## src/design/apr_consts.svh

```systemverilog
`ifndef APR_CONSTS_SVH
`define APR_CONSTS_SVH

// register indices; byte address is four times the index
`define APR_IDX_CONFIG 8'h78
`define APR_IDX_MANUAL 8'h79
`define APR_IDX_STATUS 8'h7A
`define APR_IDX_OCT2 8'h7B
`define APR_IDX_OCT3 8'h7C
`define APR_IDX_OCT4 8'h7D
`define APR_IDX_OCT5 8'h7E
`define APR_IDX_OCT6 8'h7F

// configuration field positions
`define APR_CFG_AUTO 0
`define APR_CFG_IRQ_EN 1
`define APR_CFG_FORCE 2
`define APR_CFG_STUDY_B 3
`define APR_CFG_STUDY_A 4
`define APR_CFG_RSV 5

// reset values
`define APR_RST_CONFIG 8'h00
`define APR_RST_OCT2 8'h38
`define APR_RST_OCT3 8'h01
`define APR_RST_OCT4 8'h03
`define APR_SERVICE_POINT_ID_VALUE 6'h0E

// timing
`define APR_CLK_HZ 10000000
`define APR_SECOND_MS 1000
`define APR_SEVERE_WIN_MS 3

// crc grade thresholds
`define APR_CRC_G2_MAX 5
`define APR_CRC_G3_MAX 10
`define APR_CRC_G4_MAX 100
`define APR_CRC_G6_MIN 320

// report framing
`define APR_REPORT_OCTETS 5

`endif

```

## src/design/apr_pkg.sv

```systemverilog
package apr_pkg;

    // transmit sequencer states
    typedef enum logic [1:0] {
        APR_IDLE = 2'b00,
        APR_SEND = 2'b01
    } apr_tx_state_t;

    typedef logic [7:0] apr_octet_t;

endpackage : apr_pkg

```

## src/design/apr_top.sv

```systemverilog
// The implementer's own choice: the APB slave port.
`timescale 1ns/1ns
`include "apr_consts.svh"

module apr_top #(
    parameter int SEC_CYCLES = `APR_CLK_HZ / 1000 * `APR_SECOND_MS,
    parameter int WIN_CYCLES = `APR_CLK_HZ / 1000 * `APR_SEVERE_WIN_MS,
    parameter int SEC_W = 24,
    parameter int WIN_W = 15,
    parameter int CRC_W = 9
) (
    input wire logic pclk,
    input wire logic presetn,
    input wire logic psel,
    input wire logic penable,
    input wire logic pwrite,
    input wire logic [11:0] paddr,
    input wire logic [31:0] pwdata,
    output logic [31:0] prdata,
    output logic pready,
    output logic pslverr,
    input wire logic crc_err_evt,
    input wire logic lcv_evt,
    input wire logic slip_evt,
    input wire logic fbit_err_evt,
    input wire logic payload_loopback,
    output apr_pkg::apr_octet_t tx_data,
    output logic tx_valid,
    output logic tx_last,
    input wire logic tx_ready,
    output logic irq_out_n
);
    import apr_pkg::*;

    apr_tx_state_t state;
    logic [7:0] report_config;
    logic manual_report_request;
    logic second_ready_flag;
    logic [1:0] oct2_ctl;
    logic [7:0] report_octet_three;
    logic [7:0] report_octet_four;
    logic [7:0] content_five;
    logic [7:0] content_six;
    logic [2:0] study_stage;
    logic [1:0] report_seq;
    logic [SEC_W-1:0] sec_cnt;
    logic [WIN_W-1:0] win_cnt;
    logic [CRC_W-1:0] crc_cnt;
    logic lcv_seen;
    logic slip_seen;
    logic fe_seen;
    logic se_seen;
    logic [2:0] tx_idx;
    apr_octet_t report_buf [0:`APR_REPORT_OCTETS-1];

    // bus decode
    wire [9:0] word_idx = paddr[11:2];
    wire aligned = (paddr[1:0] == 2'b00);
    wire hit_config = aligned && (word_idx == {2'b00, `APR_IDX_CONFIG});
    wire hit_manual = aligned && (word_idx == {2'b00, `APR_IDX_MANUAL});
    wire hit_status = aligned && (word_idx == {2'b00, `APR_IDX_STATUS});
    wire hit_oct2 = aligned && (word_idx == {2'b00, `APR_IDX_OCT2});
    wire hit_oct3 = aligned && (word_idx == {2'b00, `APR_IDX_OCT3});
    wire hit_oct4 = aligned && (word_idx == {2'b00, `APR_IDX_OCT4});
    wire hit_oct5 = aligned && (word_idx == {2'b00, `APR_IDX_OCT5});
    wire hit_oct6 = aligned && (word_idx == {2'b00, `APR_IDX_OCT6});
    wire hit_any = hit_config || hit_manual || hit_status || hit_oct2 || hit_oct3
                   || hit_oct4 || hit_oct5 || hit_oct6;
    wire setup_rd = psel && !penable && !pwrite;
    wire access = psel && penable;
    wire wr_ok = access && pwrite && hit_any;
    wire rd_status = access && !pwrite && hit_status;

    // zero-wait slave; unmapped addresses answer with an error
    assign pready = 1'b1;
    assign pslverr = access && !hit_any;

    // configuration fields
    wire auto_report_refresh = report_config[`APR_CFG_AUTO];
    wire report_irq_enable = report_config[`APR_CFG_IRQ_EN];
    wire force_crc_fail_report = report_config[`APR_CFG_FORCE];
    wire [7:0] report_octet_two = {`APR_SERVICE_POINT_ID_VALUE, oct2_ctl};

    // read value mux; bits above the octet read as zero
    wire [7:0] rd_octet = hit_config ? {2'b00, report_config[5:0]} :
                          hit_manual ? {7'h00, manual_report_request} :
                          hit_status ? {7'h00, second_ready_flag} :
                          hit_oct2 ? report_octet_two :
                          hit_oct3 ? report_octet_three :
                          hit_oct4 ? report_octet_four :
                          hit_oct5 ? content_five :
                          hit_oct6 ? content_six : 8'h00;

    // read data is captured in the setup cycle so it is stable in access
    always_ff @(posedge pclk or negedge presetn) begin
        if (!presetn) begin
            prdata <= 32'h0000_0000;
        end else if (setup_rd) begin
            prdata <= {24'h00_0000, rd_octet};
        end
    end

    // one-second divider
    wire sec_tick = (sec_cnt == SEC_W'(SEC_CYCLES - 1));
    always_ff @(posedge pclk or negedge presetn) begin
        if (!presetn) begin
            sec_cnt <= '0;
        end else if (sec_tick) begin
            sec_cnt <= '0;
        end else begin
            sec_cnt <= sec_cnt + SEC_W'(1);
        end
    end

    // a report is produced at a boundary only when the sender is free
    wire report_due = auto_report_refresh || manual_report_request;
    wire report_start = sec_tick && report_due && (state == APR_IDLE);
    wire tx_accept = tx_valid && tx_ready;
    wire tx_done = tx_accept && tx_last;

    // software registers
    always_ff @(posedge pclk or negedge presetn) begin
        if (!presetn) begin
            report_config <= `APR_RST_CONFIG;
            oct2_ctl <= 2'b00;
            report_octet_three <= `APR_RST_OCT3;
            report_octet_four <= `APR_RST_OCT4;
        end else if (wr_ok) begin
            if (hit_config) begin
                report_config <= {2'b00, pwdata[5:0]};
            end
            if (hit_oct2) begin
                oct2_ctl <= pwdata[1:0];
            end
            if (hit_oct3) begin
                report_octet_three <= pwdata[7:0];
            end
            if (hit_oct4) begin
                report_octet_four <= pwdata[7:0];
            end
        end
    end

    // manual request: a write of one sets it unless auto refresh is on, the end of the report clears it;
    // a set in the same cycle as the clear wins
    wire man_set = wr_ok && hit_manual && pwdata[0] && !auto_report_refresh;
    always_ff @(posedge pclk or negedge presetn) begin
        if (!presetn) begin
            manual_report_request <= 1'b0;
        end else if (man_set) begin
            manual_report_request <= 1'b1;
        end else if (tx_done) begin
            manual_report_request <= 1'b0;
        end
    end

    // per-second flag: boundary set wins over the clearing read
    always_ff @(posedge pclk or negedge presetn) begin
        if (!presetn) begin
            second_ready_flag <= 1'b0;
        end else if (sec_tick) begin
            second_ready_flag <= 1'b1;
        end else if (rd_status) begin
            second_ready_flag <= 1'b0;
        end
    end

    // interrupt pin, active low
    assign irq_out_n = !(report_irq_enable && second_ready_flag);

    // interval counters; an event on the boundary counts in the new interval
    wire win_open = (win_cnt != '0);
    always_ff @(posedge pclk or negedge presetn) begin
        if (!presetn) begin
            crc_cnt <= '0;
            lcv_seen <= 1'b0;
            slip_seen <= 1'b0;
            fe_seen <= 1'b0;
            se_seen <= 1'b0;
        end else if (sec_tick) begin
            crc_cnt <= crc_err_evt ? CRC_W'(1) : '0;
            lcv_seen <= lcv_evt;
            slip_seen <= slip_evt;
            fe_seen <= fbit_err_evt;
            se_seen <= fbit_err_evt && win_open;
        end else begin
            if (crc_err_evt && (crc_cnt != '1)) begin
                crc_cnt <= crc_cnt + CRC_W'(1);
            end
            lcv_seen <= lcv_seen || lcv_evt;
            slip_seen <= slip_seen || slip_evt;
            fe_seen <= fe_seen || fbit_err_evt;
            se_seen <= se_seen || (fbit_err_evt && win_open);
        end
    end

    // severe framing window restarts on each framing bit error
    always_ff @(posedge pclk or negedge presetn) begin
        if (!presetn) begin
            win_cnt <= '0;
        end else if (fbit_err_evt) begin
            win_cnt <= WIN_W'(WIN_CYCLES - 1);
        end else if (win_open) begin
            win_cnt <= win_cnt - WIN_W'(1);
        end
    end

    // crc grades
    logic [5:0] crc_grade_bits;
    apr_grade #(
        .CW(CRC_W)
    ) u_grade (
        .crc_count(crc_cnt),
        .force_fail(force_crc_fail_report),
        .grade(crc_grade_bits)
    );

    // framing flags; forcing overrides the measured ones
    wire severe_framing_flag = force_crc_fail_report || se_seen;
    wire framing_bit_error_flag = !force_crc_fail_report && fe_seen && !se_seen;
    wire top_crc_grade_bit = crc_grade_bits[5];
    wire sync_study_bit_a = study_stage[1];
    wire sync_study_bit_b = study_stage[0];
    wire [1:0] next_seq = report_seq - 2'b01; // modulo-4 count runs 00, 11, 10, 01

    // report content octets
    wire [7:0] next_five = {crc_grade_bits[2], lcv_seen, crc_grade_bits[3], sync_study_bit_a,
                            sync_study_bit_b, crc_grade_bits[4], slip_seen, top_crc_grade_bit};
    wire [7:0] next_six = {framing_bit_error_flag, severe_framing_flag, payload_loopback,
                           crc_grade_bits[0], study_stage[2], crc_grade_bits[1], report_seq};

    // holding registers and study staging; the staged copy is one update
    // behind, so a new study or reserved value needs two updates to show
    always_ff @(posedge pclk or negedge presetn) begin
        if (!presetn) begin
            content_five <= 8'h00;
            content_six <= 8'h00;
            study_stage <= 3'b000;
            report_seq <= 2'b00;
        end else if (report_start) begin
            content_five <= next_five;
            content_six <= next_six;
            study_stage <= {report_config[`APR_CFG_RSV], report_config[`APR_CFG_STUDY_A],
                            report_config[`APR_CFG_STUDY_B]};
            report_seq <= next_seq;
        end
    end

    // snapshot of the report so software writes cannot tear a frame
    always_ff @(posedge pclk) begin
        if (report_start) begin
            report_buf[0] <= report_octet_two;
            report_buf[1] <= report_octet_three;
            report_buf[2] <= report_octet_four;
            report_buf[3] <= next_five;
            report_buf[4] <= next_six;
        end
    end

    // transmit sequencer
    assign tx_valid = (state == APR_SEND);
    assign tx_last = tx_valid && (tx_idx == 3'(`APR_REPORT_OCTETS - 1));
    always_ff @(posedge pclk or negedge presetn) begin
        if (!presetn) begin
            state <= APR_IDLE;
            tx_idx <= 3'b000;
            tx_data <= 8'h00;
        end else begin
            case (state)
                APR_IDLE: begin
                    if (report_start) begin
                        state <= APR_SEND;
                        tx_idx <= 3'b000;
                        tx_data <= report_octet_two;
                    end
                end
                APR_SEND: begin
                    if (tx_done) begin
                        state <= APR_IDLE;
                    end else if (tx_accept) begin
                        tx_idx <= tx_idx + 3'b001;
                        tx_data <= report_buf[tx_idx + 3'b001];
                    end
                end
                default: begin
                    state <= APR_IDLE;
                end
            endcase
        end
    end
endmodule : apr_top

```

## src/design/apr_grade.sv

```systemverilog
`timescale 1ns/1ns
`include "apr_consts.svh"

module apr_grade #(
    parameter int CW = 9
) (
    input wire logic [CW-1:0] crc_count,
    input wire logic force_fail,
    output logic [5:0] grade
);

    logic [CW-1:0] lim_g2;
    logic [CW-1:0] lim_g3;
    logic [CW-1:0] lim_g4;
    logic [CW-1:0] lim_g6;
    logic [CW-1:0] one;

    // thresholds at the counter width
    assign lim_g2 = CW'(`APR_CRC_G2_MAX);
    assign lim_g3 = CW'(`APR_CRC_G3_MAX);
    assign lim_g4 = CW'(`APR_CRC_G4_MAX);
    assign lim_g6 = CW'(`APR_CRC_G6_MIN);
    assign one = CW'(1);

    // grade bits; forcing a failed report keeps only the top grade
    assign grade[0] = !force_fail && (crc_count == one);
    assign grade[1] = !force_fail && (crc_count > one) && (crc_count <= lim_g2);
    assign grade[2] = !force_fail && (crc_count > lim_g2) && (crc_count <= lim_g3);
    assign grade[3] = !force_fail && (crc_count > lim_g3) && (crc_count <= lim_g4);
    assign grade[4] = !force_fail && (crc_count > lim_g4) && (crc_count < lim_g6);
    assign grade[5] = force_fail || (crc_count >= lim_g6);

endmodule : apr_grade

```

## config.mk

```make
export PLATFORM = sky130hd
export DESIGN_NAME = apr_top
export DESIGN_NICKNAME = d
export VERILOG_FILES = /design/src/design/apr_pkg.sv /design/src/design/apr_top.sv /design/src/design/apr_grade.sv
export VERILOG_INCLUDE_DIRS = /design/src /design/src/design
export SDC_FILE = /design/constraint.sdc
export NUM_CORES = 1
export LEC_CHECK = 0
export BUFFER_PORTS_ARGS = -buffer_cell sky130_fd_sc_hd__buf_2
export CORE_MARGIN = 1
export CORE_UTILIZATION = 62
export DETAILED_ROUTE_END_ITERATION = 7
export GPL_ROUTABILITY_DRIVEN = 0
export HOLD_SLACK_MARGIN = 0.08
export MAX_ROUTING_LAYER = met4
export PLACE_DENSITY_LB_ADDON = 0.25
export SLEW_MARGIN = 20
export SYNTH_ARGS = -nofsm -noshare
export SYNTH_HDL_FRONTEND = slang
export SYNTH_SLANG_ARGS = --single-unit
```

## constraint.sdc

```tcl
create_clock -name pclk -period 7 [get_ports pclk]
set_clock_uncertainty 0.05 [all_clocks]
set_input_delay 1.75 -clock pclk [delete_from_list [all_inputs] [get_ports pclk]]
set_output_delay 1.75 -clock pclk [all_outputs]
set_load 0.05 [all_outputs]
```

==> impl_metrics.env, run 1 <==
export IMPL_worst_setup_path_type="in2out"
export IMPL_wl_um=15100
export IMPL_relSlewSlack=0.359
export IMPL_num_vias=5080
export IMPL_multi_input_area_sq_mm=0.00297
export IMPL_dieWidth_um=110
export IMPL_overflow=0
export IMPL_postLayoutCoreUtil=0.713
export IMPL_fmax_mhz=206
export IMPL_synth_seq_cells=153
export IMPL_grt_util_all_layers=0.280
export IMPL_synth_warnings=0
export IMPL_crit_fanout=5
export IMPL_pwr_share_comb=0.187
export IMPL_fin_crit_sh=0.692
export IMPL_grt_max_degree=63
export IMPL_worst_pin_slew_ns=0.959
export IMPL_synth_ff_type="dfrtp_1"
export IMPL_avgSynthCellArea_sq_um=11.2
export IMPL_postRouteAntennaNets=0
export IMPL_row_count=39
export IMPL_layout_commonest_cell="dfrtp_1"
export IMPL_fin_cells=849
export IMPL_drtIter0Drc=480
export IMPL_ys_types=61
export IMPL_place_area_sq_mm=0.00750
export IMPL_ctsResizeCount=0
export IMPL_irDropWorstVdd_mv=0.310
export IMPL_cp_end_kind="output pin"
export IMPL_post_place_cells=818
export IMPL_grt_pass1_wl_um=24400
export IMPL_dieArea_sq_mm=0.0121
export IMPL_cp_required_ns=5.20
export IMPL_clockPowerShare=0.387
export IMPL_power_density_mw_per_mm2=301
export IMPL_path_clk_slew_ns=0.06
export IMPL_core_sq_mm=0.0114
export IMPL_syn_inst=646
export IMPL_drv_cap=0
export IMPL_postLayoutCellArea_sq_mm=0.00811
export IMPL_final_seq_area_sq_mm=0.00400
export IMPL_routedWlPerCell_um=17.8
export IMPL_setup_tns_ns=0
export IMPL_cts_tree="built"
export IMPL_htree_levels=4
export IMPL_setup_violations=0
export IMPL_drcViolationCount=0
export IMPL_leakage_nw=3.58
export IMPL_p_int_mw=1.70
export IMPL_cts_buffers=17
export IMPL_cts_sink_count=153
export IMPL_start_kind="primary input"
export IMPL_hold_viol_final=0
export IMPL_hold_path_class="reg2reg"
export IMPL_fin_crit_ns=4.84
export IMPL_hold_buffers=0
export IMPL_die_y_um=110
export IMPL_grt_pass1_vias=4916
export IMPL_switching_share=0.303
export IMPL_p_sw_mw=0.740
export IMPL_synthArstFlopShare=0.778
export IMPL_arrival_ns=3.04
export IMPL_cts_setup_buffers=0
export IMPL_slew_violations=0
export IMPL_cts_root_buf="clkbuf_16"
export IMPL_clk_latency_ns=0.42
export IMPL_nets=757
export IMPL_antenna_found_initial=0
export IMPL_nFillCells=786
export IMPL_first_pass_iters=5
export IMPL_cts_buffer_depth=2
export IMPL_rsz0062_at_grt="no"
export IMPL_status="complete, no violations"
export IMPL_io_pins=100
export IMPL_area_growth_pct=12.1
export IMPL_mostFrequentLayoutCells="116 x dfrtp_1, 80 x nand2_1, 58 x nor2_1"
export IMPL_viasPerCell=5.98
export IMPL_layout_drive_gt1_share=0.205
export IMPL_seq_area_frac_synth=0.553
export IMPL_p_seq_frac=0.426
export IMPL_diodes=0
export IMPL_initial_core_util=0.636
export IMPL_syn_area_sq_mm=0.00723
export IMPL_port_buffers=50
export IMPL_synth_edf_count=34
export IMPL_hpwl_um=10300
-- cells by family (layout without fill, tap and decap cells) --
group / count (synthesis) / count (layout) / synth area share
AOI/OAI and AO/OA: 77 / 77 / 0.0699
xor gates and xnor gates: 38 / 38 / 0.0460
adders and majority gates: 8 / 8 / 0.0138
buffers and inverters: 64 / 101 / 0.0477
DFF: 153 / 153 / 0.553
muxes: 59 / 59 / 0.0979
other: 2 / 25 / 0.00104
and+or+nand+nor: 245 / 245 / 0.170
-- per-stage QoR --
step	hold WS (ns)	setup WS (ns)	power, mW
2_1_floorplan	0.383	2.34	1.41
3_3_place_gp	0.395	2.21	1.49
3_5_place_dp	0.404	2.19	1.51
4_1_cts	0.417	2.18	2.45
5_1_grt	0.446	2.11	2.55
6_report	0.411	2.16	2.44
-- worst max-delay path, stage by stage --
cell	delay, ns
buf_2	0.10
or4b_4	0.57
nor2_1	0.27
a21oi_1	0.13
buf_2	0.22
-- flip-flops by register name, summed over array words and instances, names as in the netlist, 9 cells and up --
| signal | cells |
|---|---|
| win_cnt | 15 |
| sec_cnt | 24 |
| crc_cnt | 9 |
| report_buf | 34 |
-- layout make-up --
| type | count | share of cell area |
|---|---|---|
| sequential | 153 | 0.494 |
| tap | 143 | 0.0221 |
| clock inverter | 12 | 0.0218 |
| timing repair buffer | 54 | 0.0349 |
| multi-input combinational | 452 | 0.367 |
| inverter | 16 | 0.00741 |
| clock buffer | 19 | 0.0534 |
-- Yosys cell counts (9+ instances only) --
master / instances / share of area
o21ai_0: 19 / 0.013
nand2_1: 80 / 0.042
edfxtp_1: 34 / 0.14
nand4_1: 12 / 0.010
nor3_1: 22 / 0.015
xnor2_1: 13 / 0.016
a21oi_1: 15 / 0.010
nor2_1: 58 / 0.030
clkbuf_1: 17 / 0.0088
o211ai_1: 9 / 0.0093
inv_1: 15 / 0.0078
mux2i_1: 10 / 0.014
dfrtp_1: 116 / 0.40
buf_4: 25 / 0.026
nand3_1: 26 / 0.018
xor2_1: 25 / 0.030
mux2_2: 44 / 0.069
-- power by group through the flow --
stage	registers (mW)	clock network (mW)	logic [mW]
floorplan	1.09	0	0.317
global placement	1.05	0	0.439
detailed placement	1.06	0	0.450
CTS	1.04	0.955	0.456
global route	1.05	0.998	0.500
finish	1.04	0.945	0.456
-- layer usage --
metal	global-route usage	vias to the layer above	wire (um)
li1	-	2331	-
met1	0.355	2545	6440
met2	0.452	181	7660
met3	0.0606	23	763
met4	0.0905	0	216
met5	-	-	0
-- path summary, 6_finish.rpt --
kind                                             start                     endpoint  slack [ns]  depth (start not counted)
min                        content_five[4]$_DFFE_PN0P_  content_five[4]$_DFFE_PN0P_        0.41                          2
min reg2reg                content_five[4]$_DFFE_PN0P_  content_five[4]$_DFFE_PN0P_        0.41                          2
max in group asynchronous                      presetn       crc_cnt[8]$_DFFE_PN0P_        4.28                          2
max reg2reg                       sec_cnt[0]$_DFF_PN0_   report_buf[3][4]$_DFFE_PP_        4.17                          5
min in group asynchronous                      presetn   content_six[5]$_DFFE_PN0P_        1.34                          1
max                                           paddr[0]                      pslverr        2.16                          5
(Power assumes the default switching activity.)
==> run 2: changes to the inputs <==
- ABC_AREA: not set -> 1
- CORE_UTILIZATION: 62 -> 53
- clock period: 7 -> 4 ns (I/O delays scaled with it)
==> impl_metrics.env, run 2 <==
export IMPL_hold_path_class="reg2reg"
export IMPL_overflow=0
export IMPL_avgSynthCellArea_sq_um=8.50
export IMPL_postRouteAntennaNets=0
export IMPL_ys_types=45
export IMPL_postLayoutCellArea_sq_mm=0.00861
export IMPL_clk_latency_ns=0.44
export IMPL_mostFrequentLayoutCells="202 x nand2_1, 123 x inv_1, 116 x dfrtp_1"
export IMPL_total_power_mw=4.35
export IMPL_viasPerCell=5.26
export IMPL_fin_cells=1153
export IMPL_yosysMostFrequentCell="nand2_1"
export IMPL_diodes=0
export IMPL_path_clk_slew_ns=0.06
export IMPL_status="complete, no violations"
export IMPL_dieArea_sq_mm=0.0150
export IMPL_r2r_end="tx_data[0]$_DFFE_PN0P_"
export IMPL_synth_ff_type="dfrtp_1"
export IMPL_syn_area_sq_mm=0.00770
export IMPL_initial_core_util=0.548
export IMPL_syn_inst=906
export IMPL_fin_crit_ns=3.12
export IMPL_yosys_area_top_type="dfrtp_1"
export IMPL_postLayoutSetupSlackWorst_ns=0.883
export IMPL_wl_um=16900
export IMPL_antenna_found_initial=0
export IMPL_hpwl_um=12400
export IMPL_cp_required_ns=2.95
export IMPL_die_y_um=123
export IMPL_start_kind="primary input"
export IMPL_worst_setup_path_type="in2out"
export IMPL_setup_violations=0
export IMPL_io_pins=100
export IMPL_core_sq_mm=0.0140
export IMPL_setup_tns_ns=0
export IMPL_synth_warnings=0
export IMPL_ctsResizeCount=0
export IMPL_area_growth_pct=11.9
export IMPL_layout_drive_gt1_share=0.136
export IMPL_nets=1023
export IMPL_grt_pass1_vias=5502
export IMPL_slew_violations=0
export IMPL_largest_reg_flops=34
export IMPL_reg2reg_depth=11
export IMPL_drv_cap=0
export IMPL_grt_pass1_wl_um=27400
export IMPL_hold_end="sec_cnt[0]$_DFF_PN0_"
export IMPL_rsz0062_at_grt="no"
export IMPL_crit_chain="buf_2, inv_1, nand2_1, nor2_4, nand2_1, a21oi_2, nor2_1, buf_2"
export IMPL_largestRegisters="report_buf: 34 flops, sec_cnt: 24 flops, win_cnt: 15 flops"
export IMPL_cp_end_kind="output pin"
export IMPL_arrival_ns=2.07
export IMPL_worst_pin_slew_ns=0.669
export IMPL_synth_top_area_frac=0.377
export IMPL_synthArstFlopShare=0.778
export IMPL_multi_input_area_sq_mm=0.00302
export IMPL_postLayoutCoreUtil=0.613
export IMPL_whs_ns=0.417
export IMPL_leakage_nw=4.04
export IMPL_synth_edf_count=34
export IMPL_cts_setup_buffers=0
export IMPL_grt_util_all_layers=0.251
export IMPL_seq_area_frac_synth=0.520
export IMPL_htree_levels=4
export IMPL_routedWlPerCell_um=14.6
export IMPL_cts_root_buf="clkbuf_16"
export IMPL_synth_seq_cells=153
export IMPL_irDropWorstVdd_mv=0.316
export IMPL_fmax_mhz=321
export IMPL_dieWidth_um=123
export IMPL_drcViolationCount=0
export IMPL_top_register="report_buf"
export IMPL_num_vias=6065
export IMPL_first_pass_iters=5
export IMPL_crit_fanout=7
export IMPL_relSlewSlack=0.554
export IMPL_min_path_cells=1
export IMPL_r2r_start="tx_idx[0]$_DFFE_PN0P_"
export IMPL_synthTopCellsByCount="202 x nand2_1, 123 x inv_1, 116 x dfrtp_1"
export IMPL_cts_buffer_depth=2
export IMPL_row_count=43
export IMPL_drtIter0Drc=543
export IMPL_post_place_cells=1121
export IMPL_pre_cts_slack_ns=0.898
export IMPL_cpMaxStageDelayCell="a21oi_2"
export IMPL_power_density_mw_per_mm2=505
export IMPL_layout_commonest_cell="nand2_1"
export IMPL_cts_sink_count=153
export IMPL_hold_viol_final=0
export IMPL_fin_crit_sh=0.779
export IMPL_grt_max_degree=71
export IMPL_cts_tree="built"
export IMPL_port_buffers=50
export IMPL_reg2reg_slack_ns=1.63
export IMPL_final_seq_area_sq_mm=0.00400
export IMPL_nFillCells=1161
export IMPL_cts_buffers=17
export IMPL_hold_buffers=0
export IMPL_min_from="sec_cnt[0]$_DFF_PN0_"
export IMPL_crit_family="simple AND/OR/NAND/NOR gates"
export IMPL_crit_buf_inv=3
export IMPL_place_area_sq_mm=0.00803
export IMPL_cpPeakStageDelay_ns=0.20
export IMPL_synthTopCellsByArea="dfrtp_1 38%, edfxtp_1 13%, nand2_1 9.9%"
==> run 2: changes by cell type after synthesis, sizes merged, moves of 6 or more <==
cell,before,now
nand3,26,38
o21ai,19,97
a21oi,15,24
mux2i,10,0
a31oi,8,1
o22ai,1,7
inv,15,127
xor2,25,15
xnor2,13,4
nor2,59,97
clkbuf,17,8
nand2,81,209
mux2,44,0
==> run 2: cells by family (layout without fill, tap and decap cells) <==
| family | after synthesis | count (layout) | synth area share |
|---|---|---|---|
| and+or+nand+nor | 404 | 404 | 0.230 |
| buffers and inverters | 169 | 213 | 0.0996 |
| DFF | 153 | 153 | 0.520 |
| AOI/OAI and AO/OA | 151 | 151 | 0.114 |
| xor gates and xnor gates | 19 | 19 | 0.0216 |
| adders and majority gates | 8 | 8 | 0.0130 |
| other | 2 | 25 | 0.000976 |
==> run 2: worst max path at each step <==
stage | from | end | slack (ns) | cells after the start
4_1_cts | paddr[9] | pslverr | 0.90 | 8
5_1_grt | paddr[9] | pslverr | 0.79 | 8
3_5_place_dp | paddr[9] | pslverr | 0.90 | 8
6_report | paddr[9] | pslverr | 0.88 | 8
2_1_floorplan | paddr[8] | pslverr | 0.92 | 5
3_3_place_gp | paddr[9] | pslverr | 0.90 | 8
==> run 2: layout make-up <==
| class | count | share of cell area |
|---|---|---|
| Multi-Input combinational cell | 607 | 0.350 |
| Timing Repair Buffer | 54 | 0.0357 |
| Sequential cell | 153 | 0.465 |
| Tap cell | 180 | 0.0261 |
| Inverter | 127 | 0.0553 |
| Clock buffer | 19 | 0.0526 |
| Clock inverter | 13 | 0.0151 |
==> run 2: per-layer routing <==
layer | GRT usage | routed length [um] | vias up | part of all wire
met4 | 0.0716 | 232 | 0 | 0.014
li1 | - | - | 3018 | -
met3 | 0.0655 | 1070 | 17 | 0.063
met2 | 0.371 | 7790 | 208 | 0.46
met1 | 0.342 | 7790 | 2822 | 0.46
met5 | - | 0 | - | 0
==> run 2: worst reg2reg max path, cell delays in order, from the launching register on <==
cell	delay [ns]
dfrtp_1	0.37
buf_4	0.19
inv_1	0.31
ha_1	0.21
nand2_1	0.06
nor2_1	0.13
nand2_1	0.17
nand2_1	0.11
nand2_2	0.07
nand2_2	0.39
nand2_1	0.14
o21ai_2	0.08
==> run 2: power breakdown <==
group / switching, mW / internal [mW] / leakage (nW)
clock network: 0.667 / 0.902 / 0.279
logic: 0.739 / 0.282 / 1.98
registers: 0.0757 / 1.69 / 1.78
